$ cat config.mk
export PLATFORM = sky130hd
export DESIGN_NAME = sac_ctrl
export DESIGN_NICKNAME = d
export VERILOG_FILES = /design/src/rtl/sac_pkg.sv /design/src/rtl/sac_ctrl.sv
export SDC_FILE = /design/constraint.sdc
export NUM_CORES = 1
export LEC_CHECK = 0
export ABC_AREA = 0
export BUFFER_PORTS_ARGS = -buffer_cell sky130_fd_sc_hd__buf_2
export CAP_MARGIN = 5
export CORE_MARGIN = 4
export CORE_UTILIZATION = 60
export DETAILED_ROUTE_END_ITERATION = 10
export GPL_ROUTABILITY_DRIVEN = 0
export GPL_TIMING_DRIVEN = 1
export PLACE_DENSITY = 0.79
export REMOVE_ABC_BUFFERS = 1
export SYNTH_ARGS = -nofsm -noshare
export SYNTH_HDL_FRONTEND = slang
export SYNTH_SLANG_ARGS = --single-unit
$ cat constraint.sdc
create_clock -name clk -period 10.7 [get_ports clk]
set_input_delay 1.07 -clock clk [delete_from_list [all_inputs] [get_ports clk]]
set_output_delay 1.07 -clock clk [all_outputs]
set_load 0.01 [all_outputs]
$ cat src/rtl/sac_pkg.sv
// Operation
// - writing 1 to the start bit begins a conversion; it reads 1 until done.
// - a channel change during a conversion takes effect only at the next one.
// - a finished single sample or full accumulation sets the result-ready flag.
// - the interrupt is requested only if flag, its enable and global enable are set.
// - the result-ready flag is set on completion even with its interrupt disabled.
// - with the start-event input enabled, a routed event starts a conversion unless one is already running.
// - an event starts on its rising edge, sets the start bit, which clears when done.
// - free-running mode starts each new conversion as soon as the previous completes.
// - the accumulator is cleared at the start of every accumulated conversion.
// - accumulation sums 12-bit samples, with or without truncation of the sum.
// - up to 128 consecutive samples can be summed into one result per trigger.
// - the conversion clock comes from the peripheral clock via a selectable prescaler.
// - the prescaler rests in reset when idle and restarts at every conversion start.
// - a conversion begins one cycle after its trigger, at most two cycles late.
// - the resolution setting gives a 10-bit or 12-bit result in the result register.
// - the mode bit selects single-ended against ground or differential conversion.
// - the window compare flags below, above, inside or outside a programmed window.
// - with the enable bit 0 the converter is fully inactive.
// - startup, sample 2 clocks, convert 13.5 clocks, format 2 peripheral cycles.
// - above 16 samples, low bits of the sum are dropped to fit 16 bits.
// - differential results are sign-extended two's complement; single-ended unsigned.
// - results are right-adjusted; left-adjust puts the eight top bits in the high byte (the code left-adjusts only single-sample results).
package sac_pkg;

  // ****************************************
  // register map, word addressed
  // ****************************************
  localparam int AW = 4;
  localparam int DW = 16;
  localparam logic [AW-1:0] OFS_CTRLA = 4'h0;
  localparam logic [AW-1:0] OFS_CTRLB = 4'h1;
  localparam logic [AW-1:0] OFS_THIRD_CONTROL_REGISTER = 4'h2;
  localparam logic [AW-1:0] OFS_MUX = 4'h3;
  localparam logic [AW-1:0] OFS_COMMAND = 4'h4;
  localparam logic [AW-1:0] OFS_EVENT_CONTROL_REGISTER = 4'h5;
  localparam logic [AW-1:0] OFS_INTERRUPT_CONTROL_REGISTER = 4'h6;
  localparam logic [AW-1:0] OFS_INTERRUPT_FLAGS_REGISTER = 4'h7;
  localparam logic [AW-1:0] OFS_RES = 4'h8;
  localparam logic [AW-1:0] OFS_WINLT = 4'h9;
  localparam logic [AW-1:0] OFS_WINHT = 4'hA;
  localparam logic [AW-1:0] OFS_WINCTRL = 4'hB;

  // ****************************************
  // field positions
  // ****************************************
  localparam int CA_ENABLE = 0;
  localparam int CA_FREE_RUNNING_SELECT = 1;
  localparam int CA_CONVERSION_MODE_SELECT = 2;
  localparam int CA_LEFT_ADJUST_SELECT = 3;
  localparam int CA_RESOLUTION_SELECT = 4;
  localparam int MUX_NEG_POS = 8;
  localparam int FLG_RDY = 0;
  localparam int FLG_WCMP = 1;

  // ****************************************
  // timing, in conversion-clock half periods and peripheral cycles
  // ****************************************
  localparam logic [4:0] SAMPLE_HALVES = 5'h04;
  localparam logic [4:0] CONV_HALVES = 5'h1B;
  localparam logic [1:0] FORMAT_CYC = 2'h2;
  localparam logic [2:0] TRUNC_FREE_LOG = 3'h4;

  // ****************************************
  // types
  // ****************************************
  typedef enum logic [2:0] {
    WM_NONE, WM_BELOW, WM_ABOVE, WM_INSIDE, WM_OUTSIDE
  } sac_wmode_t;

  typedef struct packed {
    logic enable;
    logic free_running_select;
    logic conversion_mode_select;
    logic left_adjust_select;
    logic resolution_select;
    logic [2:0] accumulation_count_select;
    logic [2:0] clock_divider_select;
    logic [4:0] positive_input_select;
    logic [4:0] negative_input_select;
    logic start_event_input_enable;
    logic ie_rdy;
    logic ie_wcmp;
    logic [2:0] wmode;
  } sac_cfg_t;

  localparam sac_cfg_t CFG_RESET = '0;

  typedef enum logic [2:0] {
    ST_IDLE, ST_STARTUP, ST_SAMPLE, ST_CONVERT, ST_FORMAT
  } sac_state_t;

endpackage : sac_pkg

$ cat src/rtl/sac_ctrl.sv
// The plain strobed port and the register offsets are this design's own decisions.
`timescale 1ns/1ps
module sac_ctrl import sac_pkg::*; (
  input wire logic clk,
  input wire logic rstn,
  input wire logic [AW-1:0] addr,
  input wire logic [DW-1:0] wdata,
  input wire logic wr,
  input wire logic rd,
  output logic [DW-1:0] rdata,
  input wire logic ev_start,
  input wire logic global_ie,
  input wire logic [11:0] sample_data,
  output logic analog_en,
  output logic sample_hold,
  output logic converting,
  output logic diff_mode,
  output logic [4:0] mux_pos,
  output logic [4:0] mux_neg,
  output logic busy,
  output logic irq_rdy,
  output logic irq_wcmp
);

  // ****************************************
  // reset release and input synchronisers
  // ****************************************
  logic rst_meta_ff;
  logic rst_sync_ff;
  logic [11:0] smp_meta_ff;
  logic [11:0] smp_ff;
  logic rst_n;

  // reset asserts at once, releases after two edges
  always_ff @(posedge clk or negedge rstn) begin
    if (!rstn) begin
      rst_meta_ff <= 1'b0;
      rst_sync_ff <= 1'b0;
    end else begin
      rst_meta_ff <= 1'b1;
      rst_sync_ff <= rst_meta_ff;
    end
  end
  assign rst_n = rst_sync_ff;

  // the analog core result settles on its own timing, so it is synchronised
  always_ff @(posedge clk or negedge rst_n) begin
    if (!rst_n) begin
      smp_meta_ff <= 12'h000;
      smp_ff <= 12'h000;
    end else begin
      smp_meta_ff <= sample_data;
      smp_ff <= smp_meta_ff;
    end
  end

  // ****************************************
  // helper functions
  // ****************************************
  // half period of the conversion clock in peripheral cycles
  function automatic logic [7:0] half_div(input logic [2:0] clock_divider_select);
    half_div = 8'h01 << clock_divider_select;
  endfunction : half_div

  // widen one raw sample into the accumulator domain
  function automatic logic signed [19:0] widen(input logic [11:0] raw, input logic diff,
                                               input logic low_res);
    logic [11:0] v;
    v = low_res ? {{2{diff & raw[11]}}, raw[11:2]} : raw;
    if (diff) begin
      widen = {{8{v[11]}}, v};
    end else begin
      widen = {8'h00, v};
    end
  endfunction : widen

  // final result: truncate large sums, optionally left adjust
  function automatic logic [15:0] format_res(input logic signed [19:0] acc,
                                             input logic [2:0] nlog, input logic ladj,
                                             input logic low_res);
    logic signed [19:0] sh;
    sh = acc;
    if (nlog > TRUNC_FREE_LOG) begin
      sh = acc >>> (nlog - TRUNC_FREE_LOG);
    end
    format_res = sh[15:0];
    if (ladj && nlog == 3'h0) begin
      format_res = low_res ? (sh[15:0] << 6) : (sh[15:0] << 4);
    end
  endfunction : format_res

  // ****************************************
  // register file
  // ****************************************
  sac_cfg_t cfg_ff, nxt_cfg;
  logic [15:0] winlt_ff, nxt_winlt;
  logic [15:0] winht_ff, nxt_winht;
  logic [15:0] res_ff, nxt_res;
  logic [15:0] rdata_ff, nxt_rdata;
  logic flg_rdy_ff, nxt_flg_rdy;
  logic flg_wcmp_ff, nxt_flg_wcmp;
  logic ev_prev_ff;
  logic start_wr;
  logic done;
  logic wcmp_hit;
  logic [15:0] done_res;

  // a start write only counts while enabled and idle
  assign start_wr = wr && addr == OFS_COMMAND && wdata[0];

  // software writes; hardware sets of the flags win over a clear
  always_comb begin
    nxt_cfg = cfg_ff;
    nxt_winlt = winlt_ff;
    nxt_winht = winht_ff;
    nxt_flg_rdy = flg_rdy_ff;
    nxt_flg_wcmp = flg_wcmp_ff;
    if (wr) begin
      unique case (addr)
        OFS_CTRLA: begin
          nxt_cfg.enable = wdata[CA_ENABLE];
          nxt_cfg.free_running_select = wdata[CA_FREE_RUNNING_SELECT];
          nxt_cfg.conversion_mode_select = wdata[CA_CONVERSION_MODE_SELECT];
          nxt_cfg.left_adjust_select = wdata[CA_LEFT_ADJUST_SELECT];
          nxt_cfg.resolution_select = wdata[CA_RESOLUTION_SELECT];
        end
        OFS_CTRLB: nxt_cfg.accumulation_count_select = wdata[2:0];
        OFS_THIRD_CONTROL_REGISTER: nxt_cfg.clock_divider_select = wdata[2:0];
        OFS_MUX: begin
          nxt_cfg.positive_input_select = wdata[4:0];
          nxt_cfg.negative_input_select = wdata[MUX_NEG_POS+4:MUX_NEG_POS];
        end
        OFS_EVENT_CONTROL_REGISTER: nxt_cfg.start_event_input_enable = wdata[0];
        OFS_INTERRUPT_CONTROL_REGISTER: begin
          nxt_cfg.ie_rdy = wdata[FLG_RDY];
          nxt_cfg.ie_wcmp = wdata[FLG_WCMP];
        end
        OFS_INTERRUPT_FLAGS_REGISTER: begin
          if (wdata[FLG_RDY]) nxt_flg_rdy = 1'b0;
          if (wdata[FLG_WCMP]) nxt_flg_wcmp = 1'b0;
        end
        OFS_WINLT: nxt_winlt = wdata;
        OFS_WINHT: nxt_winht = wdata;
        OFS_WINCTRL: nxt_cfg.wmode = wdata[2:0];
        default: ;
      endcase
    end
    if (done) begin
      nxt_flg_rdy = 1'b1;
    end
    if (done && wcmp_hit) begin
      nxt_flg_wcmp = 1'b1;
    end
  end

  always_ff @(posedge clk or negedge rst_n) begin
    if (!rst_n) begin
      cfg_ff <= CFG_RESET;
      winlt_ff <= 16'h0000;
      winht_ff <= 16'h0000;
      flg_rdy_ff <= 1'b0;
      flg_wcmp_ff <= 1'b0;
      ev_prev_ff <= 1'b0;
    end else begin
      cfg_ff <= nxt_cfg;
      winlt_ff <= nxt_winlt;
      winht_ff <= nxt_winht;
      flg_rdy_ff <= nxt_flg_rdy;
      flg_wcmp_ff <= nxt_flg_wcmp;
      ev_prev_ff <= ev_start;
    end
  end

  // ****************************************
  // window compare on the finished result
  // ****************************************
  logic signed [16:0] cmp_v;
  logic signed [16:0] cmp_lt;
  logic signed [16:0] cmp_ht;

  // signed compare only for differential results
  always_comb begin
    cmp_v = {cfg_ff.conversion_mode_select & done_res[15], done_res};
    cmp_lt = {cfg_ff.conversion_mode_select & winlt_ff[15], winlt_ff};
    cmp_ht = {cfg_ff.conversion_mode_select & winht_ff[15], winht_ff};
    unique case (cfg_ff.wmode)
      WM_BELOW: wcmp_hit = cmp_v < cmp_lt;
      WM_ABOVE: wcmp_hit = cmp_v > cmp_ht;
      WM_INSIDE: wcmp_hit = cmp_v >= cmp_lt && cmp_v <= cmp_ht;
      WM_OUTSIDE: wcmp_hit = cmp_v < cmp_lt || cmp_v > cmp_ht;
      default: wcmp_hit = 1'b0;
    endcase
  end

  // ****************************************
  // conversion sequencer and prescaler
  // ****************************************
  sac_state_t st_ff, nxt_st;
  logic busy_ff, nxt_busy;
  logic [7:0] psc_ff, nxt_psc;
  logic [4:0] half_ff, nxt_half;
  logic [1:0] fmt_ff, nxt_fmt;
  logic [7:0] nsmp_ff, nxt_nsmp;
  logic signed [19:0] acc_ff, nxt_acc;
  logic [4:0] pos_ff, nxt_pos;
  logic [4:0] neg_ff, nxt_neg;
  logic diff_ff, nxt_diff;
  logic ev_rise;
  logic trigger;
  logic tick;
  logic signed [19:0] acc_sum;

  assign ev_rise = ev_start && !ev_prev_ff;
  // disabled or busy converters ignore triggers
  assign trigger = cfg_ff.enable && !busy_ff
                   && (start_wr || (cfg_ff.start_event_input_enable && ev_rise));
  assign tick = psc_ff == half_div(cfg_ff.clock_divider_select) - 8'h01;
  assign acc_sum = acc_ff + widen(smp_ff, diff_ff, cfg_ff.resolution_select);
  assign done_res = format_res(acc_sum, cfg_ff.accumulation_count_select, cfg_ff.left_adjust_select, cfg_ff.resolution_select);

  // sequencing; the prescaler counts only inside sample and convert
  always_comb begin
    nxt_st = st_ff;
    nxt_busy = busy_ff;
    nxt_psc = 8'h00;
    nxt_half = half_ff;
    nxt_fmt = fmt_ff;
    nxt_nsmp = nsmp_ff;
    nxt_acc = acc_ff;
    nxt_pos = pos_ff;
    nxt_neg = neg_ff;
    nxt_diff = diff_ff;
    nxt_res = res_ff;
    done = 1'b0;
    unique case (st_ff)
      ST_IDLE: begin
        if (trigger) begin
          nxt_st = ST_STARTUP;
          nxt_busy = 1'b1;
        end
      end
      ST_STARTUP: begin
        nxt_st = ST_SAMPLE;
        nxt_acc = 20'sh00000;
        nxt_nsmp = 8'h00;
        nxt_half = 5'h00;
        nxt_pos = cfg_ff.positive_input_select;
        nxt_neg = cfg_ff.negative_input_select;
        nxt_diff = cfg_ff.conversion_mode_select;
      end
      ST_SAMPLE: begin
        nxt_psc = tick ? 8'h00 : psc_ff + 8'h01;
        if (tick) begin
          nxt_half = half_ff + 5'h01;
          if (half_ff == SAMPLE_HALVES - 5'h01) begin
            nxt_st = ST_CONVERT;
            nxt_half = 5'h00;
          end
        end
      end
      ST_CONVERT: begin
        nxt_psc = tick ? 8'h00 : psc_ff + 8'h01;
        if (tick) begin
          nxt_half = half_ff + 5'h01;
          if (half_ff == CONV_HALVES - 5'h01) begin
            nxt_st = ST_FORMAT;
            nxt_fmt = 2'h0;
          end
        end
      end
      ST_FORMAT: begin
        nxt_fmt = fmt_ff + 2'h1;
        if (fmt_ff == FORMAT_CYC - 2'h1) begin
          nxt_acc = acc_sum;
          nxt_nsmp = nsmp_ff + 8'h01;
          nxt_half = 5'h00;
          nxt_st = ST_SAMPLE;
          // full count reached: publish and either stop or run again
          if (nxt_nsmp == (8'h01 << cfg_ff.accumulation_count_select)) begin
            done = 1'b1;
            nxt_res = done_res;
            if (cfg_ff.free_running_select) begin
              nxt_st = ST_SAMPLE;
              nxt_acc = 20'sh00000;
              nxt_nsmp = 8'h00;
              nxt_pos = cfg_ff.positive_input_select;
              nxt_neg = cfg_ff.negative_input_select;
              nxt_diff = cfg_ff.conversion_mode_select;
            end else begin
              nxt_st = ST_IDLE;
              nxt_busy = 1'b0;
            end
          end
        end
      end
      default: nxt_st = ST_IDLE;
    endcase
    // clearing enable stops everything at once
    if (!cfg_ff.enable) begin
      nxt_st = ST_IDLE;
      nxt_busy = 1'b0;
      nxt_psc = 8'h00;
      done = 1'b0;
    end
  end

  always_ff @(posedge clk or negedge rst_n) begin
    if (!rst_n) begin
      st_ff <= ST_IDLE;
      busy_ff <= 1'b0;
      psc_ff <= 8'h00;
      half_ff <= 5'h00;
      fmt_ff <= 2'h0;
      nsmp_ff <= 8'h00;
      acc_ff <= 20'sh00000;
      pos_ff <= 5'h00;
      neg_ff <= 5'h00;
      diff_ff <= 1'b0;
      res_ff <= 16'h0000;
    end else begin
      st_ff <= nxt_st;
      busy_ff <= nxt_busy;
      psc_ff <= nxt_psc;
      half_ff <= nxt_half;
      fmt_ff <= nxt_fmt;
      nsmp_ff <= nxt_nsmp;
      acc_ff <= nxt_acc;
      pos_ff <= nxt_pos;
      neg_ff <= nxt_neg;
      diff_ff <= nxt_diff;
      res_ff <= nxt_res;
    end
  end

  // ****************************************
  // read port, data one cycle after the strobe
  // ****************************************
  always_comb begin
    nxt_rdata = 16'h0000;
    if (rd) begin
      unique case (addr)
        OFS_CTRLA: nxt_rdata = {11'h000, cfg_ff.resolution_select, cfg_ff.left_adjust_select, cfg_ff.conversion_mode_select,
                                cfg_ff.free_running_select, cfg_ff.enable};
        OFS_CTRLB: nxt_rdata = {13'h0000, cfg_ff.accumulation_count_select};
        OFS_THIRD_CONTROL_REGISTER: nxt_rdata = {13'h0000, cfg_ff.clock_divider_select};
        OFS_MUX: nxt_rdata = {3'h0, cfg_ff.negative_input_select, 3'h0, cfg_ff.positive_input_select};
        OFS_COMMAND: nxt_rdata = {15'h0000, busy_ff};
        OFS_EVENT_CONTROL_REGISTER: nxt_rdata = {15'h0000, cfg_ff.start_event_input_enable};
        OFS_INTERRUPT_CONTROL_REGISTER: nxt_rdata = {14'h0000, cfg_ff.ie_wcmp, cfg_ff.ie_rdy};
        OFS_INTERRUPT_FLAGS_REGISTER: nxt_rdata = {14'h0000, flg_wcmp_ff, flg_rdy_ff};
        OFS_RES: nxt_rdata = res_ff;
        OFS_WINLT: nxt_rdata = winlt_ff;
        OFS_WINHT: nxt_rdata = winht_ff;
        OFS_WINCTRL: nxt_rdata = {13'h0000, cfg_ff.wmode};
        default: nxt_rdata = 16'h0000;
      endcase
    end
  end

  always_ff @(posedge clk or negedge rst_n) begin
    if (!rst_n) begin
      rdata_ff <= 16'h0000;
    end else begin
      rdata_ff <= nxt_rdata;
    end
  end

  // ****************************************
  // outputs
  // ****************************************
  assign rdata = rdata_ff;
  assign analog_en = cfg_ff.enable;
  assign sample_hold = st_ff == ST_SAMPLE;
  assign converting = st_ff == ST_CONVERT;
  assign diff_mode = diff_ff;
  assign mux_pos = pos_ff;
  assign mux_neg = neg_ff;
  assign busy = busy_ff;
  // requests need flag, local enable and the global enable together
  assign irq_rdy = flg_rdy_ff && cfg_ff.ie_rdy && global_ie;
  assign irq_wcmp = flg_wcmp_ff && cfg_ff.ie_wcmp && global_ie;

endmodule : sac_ctrl

Word-level counts from Yosys, hierarchy flattened
Index checks and enable logic that the tools add are counted.
Operators by class
  equality and inequality tests: 39
  muxes and demuxes: 67
  shift-type cells: 3
  bitwise logic cells: 4
  add/subtract/negate cells: 7
  $lt $le $gt $ge: 5
  reductions and logical operators: 48
Operator list (number)
  $pmux 16 s12: 1
  $mux 20: 4
  $mux 16: 4
  $mux 5: 10
  $mux 8: 6
  $pmux 20 s2: 1
  $mux 3: 7
  $add 20x20->20: 1
  $mux 1: 20
  $pmux 5 s2: 2
  $pmux 5 s4: 1
  $reduce_and 2->1: 10
  $sshr 20x3->16: 1
  $ge 17x17->1: 1
  $gt 17x17->1: 1
  $le 17x17->1: 1
  $lt 17x17->1: 1
  $add 8x1->8 const B: 2
  $eq 4x3->1 const B: 4
  $eq 4x4->1 const B: 4
  $eq 8x8->1: 2
  $pmux 8 s2: 1
  $reduce_bool 2->1: 8
  $shl 1x3->8 const A: 2
  other kinds (36): 78
Word-level totals
  word-level logic and storage cells: 207
  register bits: 178
  output and inout port bits: 33

Depth between registers and ports, before layout
  depth in word-level cells: 15
  depth in mapped cells: 25

Worst setup path before layout
OpenSTA, ideal clock, no wires.
  kind: register to register
  start: reg cfg_ff[22] (netlist name)
  end: reg flg_wcmp_ff
  arrival: 5443 ps
  path slack: 5130 ps
  required time: 10573 ps
  cell stages (with the launch flop): 25
  setup time: 127 ps
  path buffers: 3
  cell sequence: dfrtp_1 -> clkbuf_1 -> clkbuf_1 -> buf_1 -> mux2i_1 -> inv_1 -> ha_1 -> a211oi_1 -> o211ai_2 -> a21o_2 -> a31oi_1 -> mux2i_1 -> xnor2_2 -> nand2_1 -> a22oi_1 -> ha_1 -> a21o_1 -> a21o_1 -> a21oi_1 -> a21oi_1 -> o31ai_1 -> nand3_1 -> nand3b_1 -> a21oi_1 -> o32a_2
RTL lines
  start, declared: RTL line sac_ctrl.sv:95  | sac_cfg_t cfg_ff, nxt_cfg;
  start signal, assigned: RTL line sac_ctrl.sv:165  | cfg_ff <= nxt_cfg;
  $mux 12: RTL line sac_ctrl.sv:69  | v = low_res ? {{2{diff & raw[11]}}, raw[11:2]} : raw;
  $mux 20: RTL line sac_ctrl.sv:70  | if (diff) begin
  $add 20x20->20: RTL line sac_ctrl.sv:218  | assign acc_sum = acc_ff + widen(smp_ff, diff_ff, cfg_ff.resolution_select);
  $sshr 20x3->16: RTL line sac_ctrl.sv:84  | sh = acc >>> (nlog - TRUNC_FREE_LOG);
  $mux 16: RTL line sac_ctrl.sv:83  | if (nlog > TRUNC_FREE_LOG) begin
  $mux 16: RTL line sac_ctrl.sv:88  | format_res = low_res ? (sh[15:0] << 6) : (sh[15:0] << 4);
  $mux 16 (*): RTL line sac_ctrl.sv:87  | if (ladj && nlog == 3'h0) begin
  net cmp_v[10]: RTL line sac_ctrl.sv:177  | logic signed [16:0] cmp_v;
  $lt 17x17->1 (tied with other cells): RTL line sac_ctrl.sv:187, sac_ctrl.sv:190
  $logic_or 1x1->1 or $logic_and 1x1->1 (tied branches): RTL line sac_ctrl.sv:190, sac_ctrl.sv:189
  $pmux 1 s4 (*): RTL line sac_ctrl.sv:186  | unique case (cfg_ff.wmode)
  $logic_and 1x1->1 (*): RTL line sac_ctrl.sv:151  | if (done && wcmp_hit) begin
  $reduce_bool 2->1 (no source line)
  $reduce_and 3->1 (no source line)
  end signal, assigned: RTL line sac_ctrl.sv:169  | flg_wcmp_ff <= nxt_flg_wcmp;
  end, declared: RTL line sac_ctrl.sv:101  | logic flg_wcmp_ff, nxt_flg_wcmp;
Mark *: on every way through the listed nets, which the timed path passes. The rest lies on a longest branch.
A chain may end at the register's enable or synchronous reset.

Final worst setup path
Same ends and word-level chain as after synthesis.

==> results.cfg <==
[worst_setup_path]
required_ps = 11030
endpoint_kind = flop
worstPathArrival_ps = 6660
path_class = reg2reg
cp-start-kind = flop
worst-path-max-fanout = 27

[yosys]
syn_inst = 1093
ys_ff_latch = 177
synthTopCellsByArea = dfrtp_1 42%, mux2_2 11%, ha_1 6.2%
synth.yosys.seq_area_share_pct = 41.74
synthDominantAreaCellType = dfrtp_1
ys.flop_type = dfrtp_1
yosysWarnings = 0
yosysUniqueCellTypes = 82
synth-async-reset-ratio_pct = 100.0
synthesis.area_um2 = 10610
syn_avg_cell_area_um2 = 9.709
yosysTopAreaCellShare_pct = 41.74
synth-edff-count = 0

[power]
power.net_switching_uw = 810.5
p_int_mw = 1.359
comb_power_share_pct = 32.4
p_sw_share_pct = 37.36
seq_power_share_pct = 39.3
ir_drop_mv = 0.1404
clock_power_share_pct = 28.3
powerDensity_nw_per_um2 = 186.4
total_power_mw = 2.169
p_leak_nw = 5.347

[clock_network]
htree_levels = 4
ctsHoldBuffers = 0
cts_tree = yes
clk_pin_slew_worst_paths_ps = 70
cts_buffer_depth = 2
cts_resized = 0
post-cts-setup-buffer-count = 0
root_buffer = clkbuf_16
cts_buffers = 17
cts.sinks = 177
clk_latency_ps = 450

[route]
dr.first_iter.drc_count = 801
drt-total-wl_um = 27650
drtAntennaViolNets = 0
firstDrtPassIters = 5
vias = 8927
drc = 0
wl_per_cell_um = 20.12
vias_per_cell = 6.497

[grt]
grt_use_total_pct = 28.17
grt_max_degree = 83
antenna_found_initial = 0
grt_pass1_wl_um = 45220
grt-ovfl-total = 0
grt_pass1_vias = 8910
grt_use_met1_pct = 36.65
grt.busiest_layer = met2
use_met3_pct = 4.444
grt.met2_usage_pct = 46.27

[sta]
finalSetupViolCount = 0
tns_ps = 0
hold_slack_ps = 255.4
rsz0062_at_grt = false
fin_ws_ps = 4365
drv_slew = 0
worst_slew_pin_slew_ps = 1137
finalCritPeriodShare_pct = 59.20
clock_skew_ps = 13.37
finalHoldViolCount = 0
fin_crit_ps = 6335
max_freq_mhz = 157.9
slew_headroom_pct = 23.92

[floorplan]
start_util_pct = 61.35
io_pins = 71
core_um2 = 17300
num_rows = 48
die_h_um = 141.0
dieArea_um2 = 19880
dieWidth_um = 141.0

[hold_path]
hold_path_class = reg2async

[final_layout]
design_area_um2 = 11640
fin_util_pct = 67.27
antenna_cells = 0
syn_to_final_growth_pct = 9.657
drive_above_1_share_pct = 20.02
fin_cells = 1374
num-nets-final = 1228

[run_status]
status = finished, final reports clean

[placement]
place_area_um2 = 11060
place_ws_ps = 4594
port_buffers = 70
dp_hpwl_um = 19520
placedCellCount = 1342

[run]
max-cap-violations = 0
[worst max-delay path, stage by stage, from the launching register on]
cell	delay, ps
dfrtp_1	1030
mux2_2	320
ha_1	180
inv_1	70
fa_1	430
nand2b_1	200
a21oi_1	240
nor4_1	80
a311oi_1	530
o22ai_1	170
a211oi_1	470
mux2_2	270
a22oi_1	140
ha_1	390
a21o_1	180
a21o_1	170
a21oi_1	180
a21oi_1	90
o31ai_1	380
nand3_1	160
nand3b_1	110
a21oi_1	70
o32a_2	370
[registers in the layout, indices dropped and copies added, names as in the netlist, 8 cells and up]
signal	cells
psc_ff	8
smp_meta_ff	12
smp_ff	12
rdata	16
acc_ff	19
winht_ff	16
cfg_ff	26
res_ff	16
winlt_ff	16
nsmp_ff	8
[cell usage in the layout (no fill, tap or decap), types with 9 or more instances in the layout]
cell / instances
a21o_1: 13
a21oi_1: 59
a22o_1: 10
a22oi_1: 22
a31oi_1: 19
buf_2: 70
clkbuf_16: 17
dfrtp_1: 176
ha_1: 53
inv_1: 53
mux2_2: 99
mux2i_1: 22
nand2_1: 94
nand2b_1: 10
nand3_1: 29
nand3b_1: 9
nand4_1: 10
nor2_1: 92
nor2b_1: 9
nor3_1: 24
o211ai_1: 10
o21ai_0: 66
xnor2_1: 17
xor2_1: 13
[final cells by class]
type	count	area, µm²
tap	225	281.5
fill	1345	5660
inverter	54	202.7
clock buffer	17	425.4
clock inverter	15	148.9
sequential	177	4433
timing repair buffer	75	387.9
multi-input combinational	811	5757
[per-layer routing]
layer,vias up,routed length (µm)
li1,4067,-
met1,4362,11480
met2,397,13350
met3,101,1617
met4,0,1201
met5,-,0
[cell families after synthesis]
kind of cell | Yosys count | share of synthesized area [%]
other cells | 1 | 0.03534
simple gates | 313 | 13.83
mux | 123 | 12.93
xor+xnor | 31 | 2.629
fa+ha+maj | 54 | 6.438
flops | 177 | 41.74
buf+inv | 105 | 4.009
compound gates | 289 | 18.38
[power by group through the flow]
stage               combinational (mW)  clock, mW  sequential (mW)
floorplan                        0.479          0            0.850
global placement                 0.660          0            0.857
detailed placement               0.684          0            0.862
CTS                              0.692      0.616            0.850
global route                     0.772      0.650            0.865
finish                           0.704      0.613            0.853
[worst paths after layout]
| kind | from | to | slack, ps | cells past startpoint |
|---|---|---|---|---|
| worst max-delay path | cfg_ff[22] | flg_wcmp_ff | 4370 | 22 |
| max in group asynchronous | rst_n | nsmp_ff[3] | 8310 | 2 |
| worst max register to register | cfg_ff[22] | flg_wcmp_ff | 4370 | 22 |
| worst min register to register | rst_n | rdata[13] | 260 | 0 |
| min in group clk | smp_meta_ff[11] | smp_ff[11] | 350 | 0 |
| worst min-delay path | rst_n | rdata[13] | 260 | 0 |
[synthesized netlist by cell type, types with 4 or more instances]
cell        n
a211oi_1    7
a21boi_0    4
a21o_1     13
a21oi_1    59
a221oi_1    5
a22o_1     10
a22oi_1    22
a31oi_1    19
and2_1      5
and3_1      8
buf_1       4
buf_2      10
clkbuf_1   33
dfrtp_1   177
ha_1       53
inv_1      53
mux2_2     99
mux2i_1    22
nand2_1    94
nand2b_1   10
nand3_1    29
nand3b_1    9
nand4_1    10
nor2_1     92
nor2b_1     9
nor3_1     24
nor4_1      5
o211a_1     5
o211ai_1   10
o21a_1      7
o21ai_0    66
o21ai_1     4
o22ai_1     8
o31ai_1     6
or3_1       5
xnor2_1    17
xor2_1     13
Power figures use the tool's default switching activity.
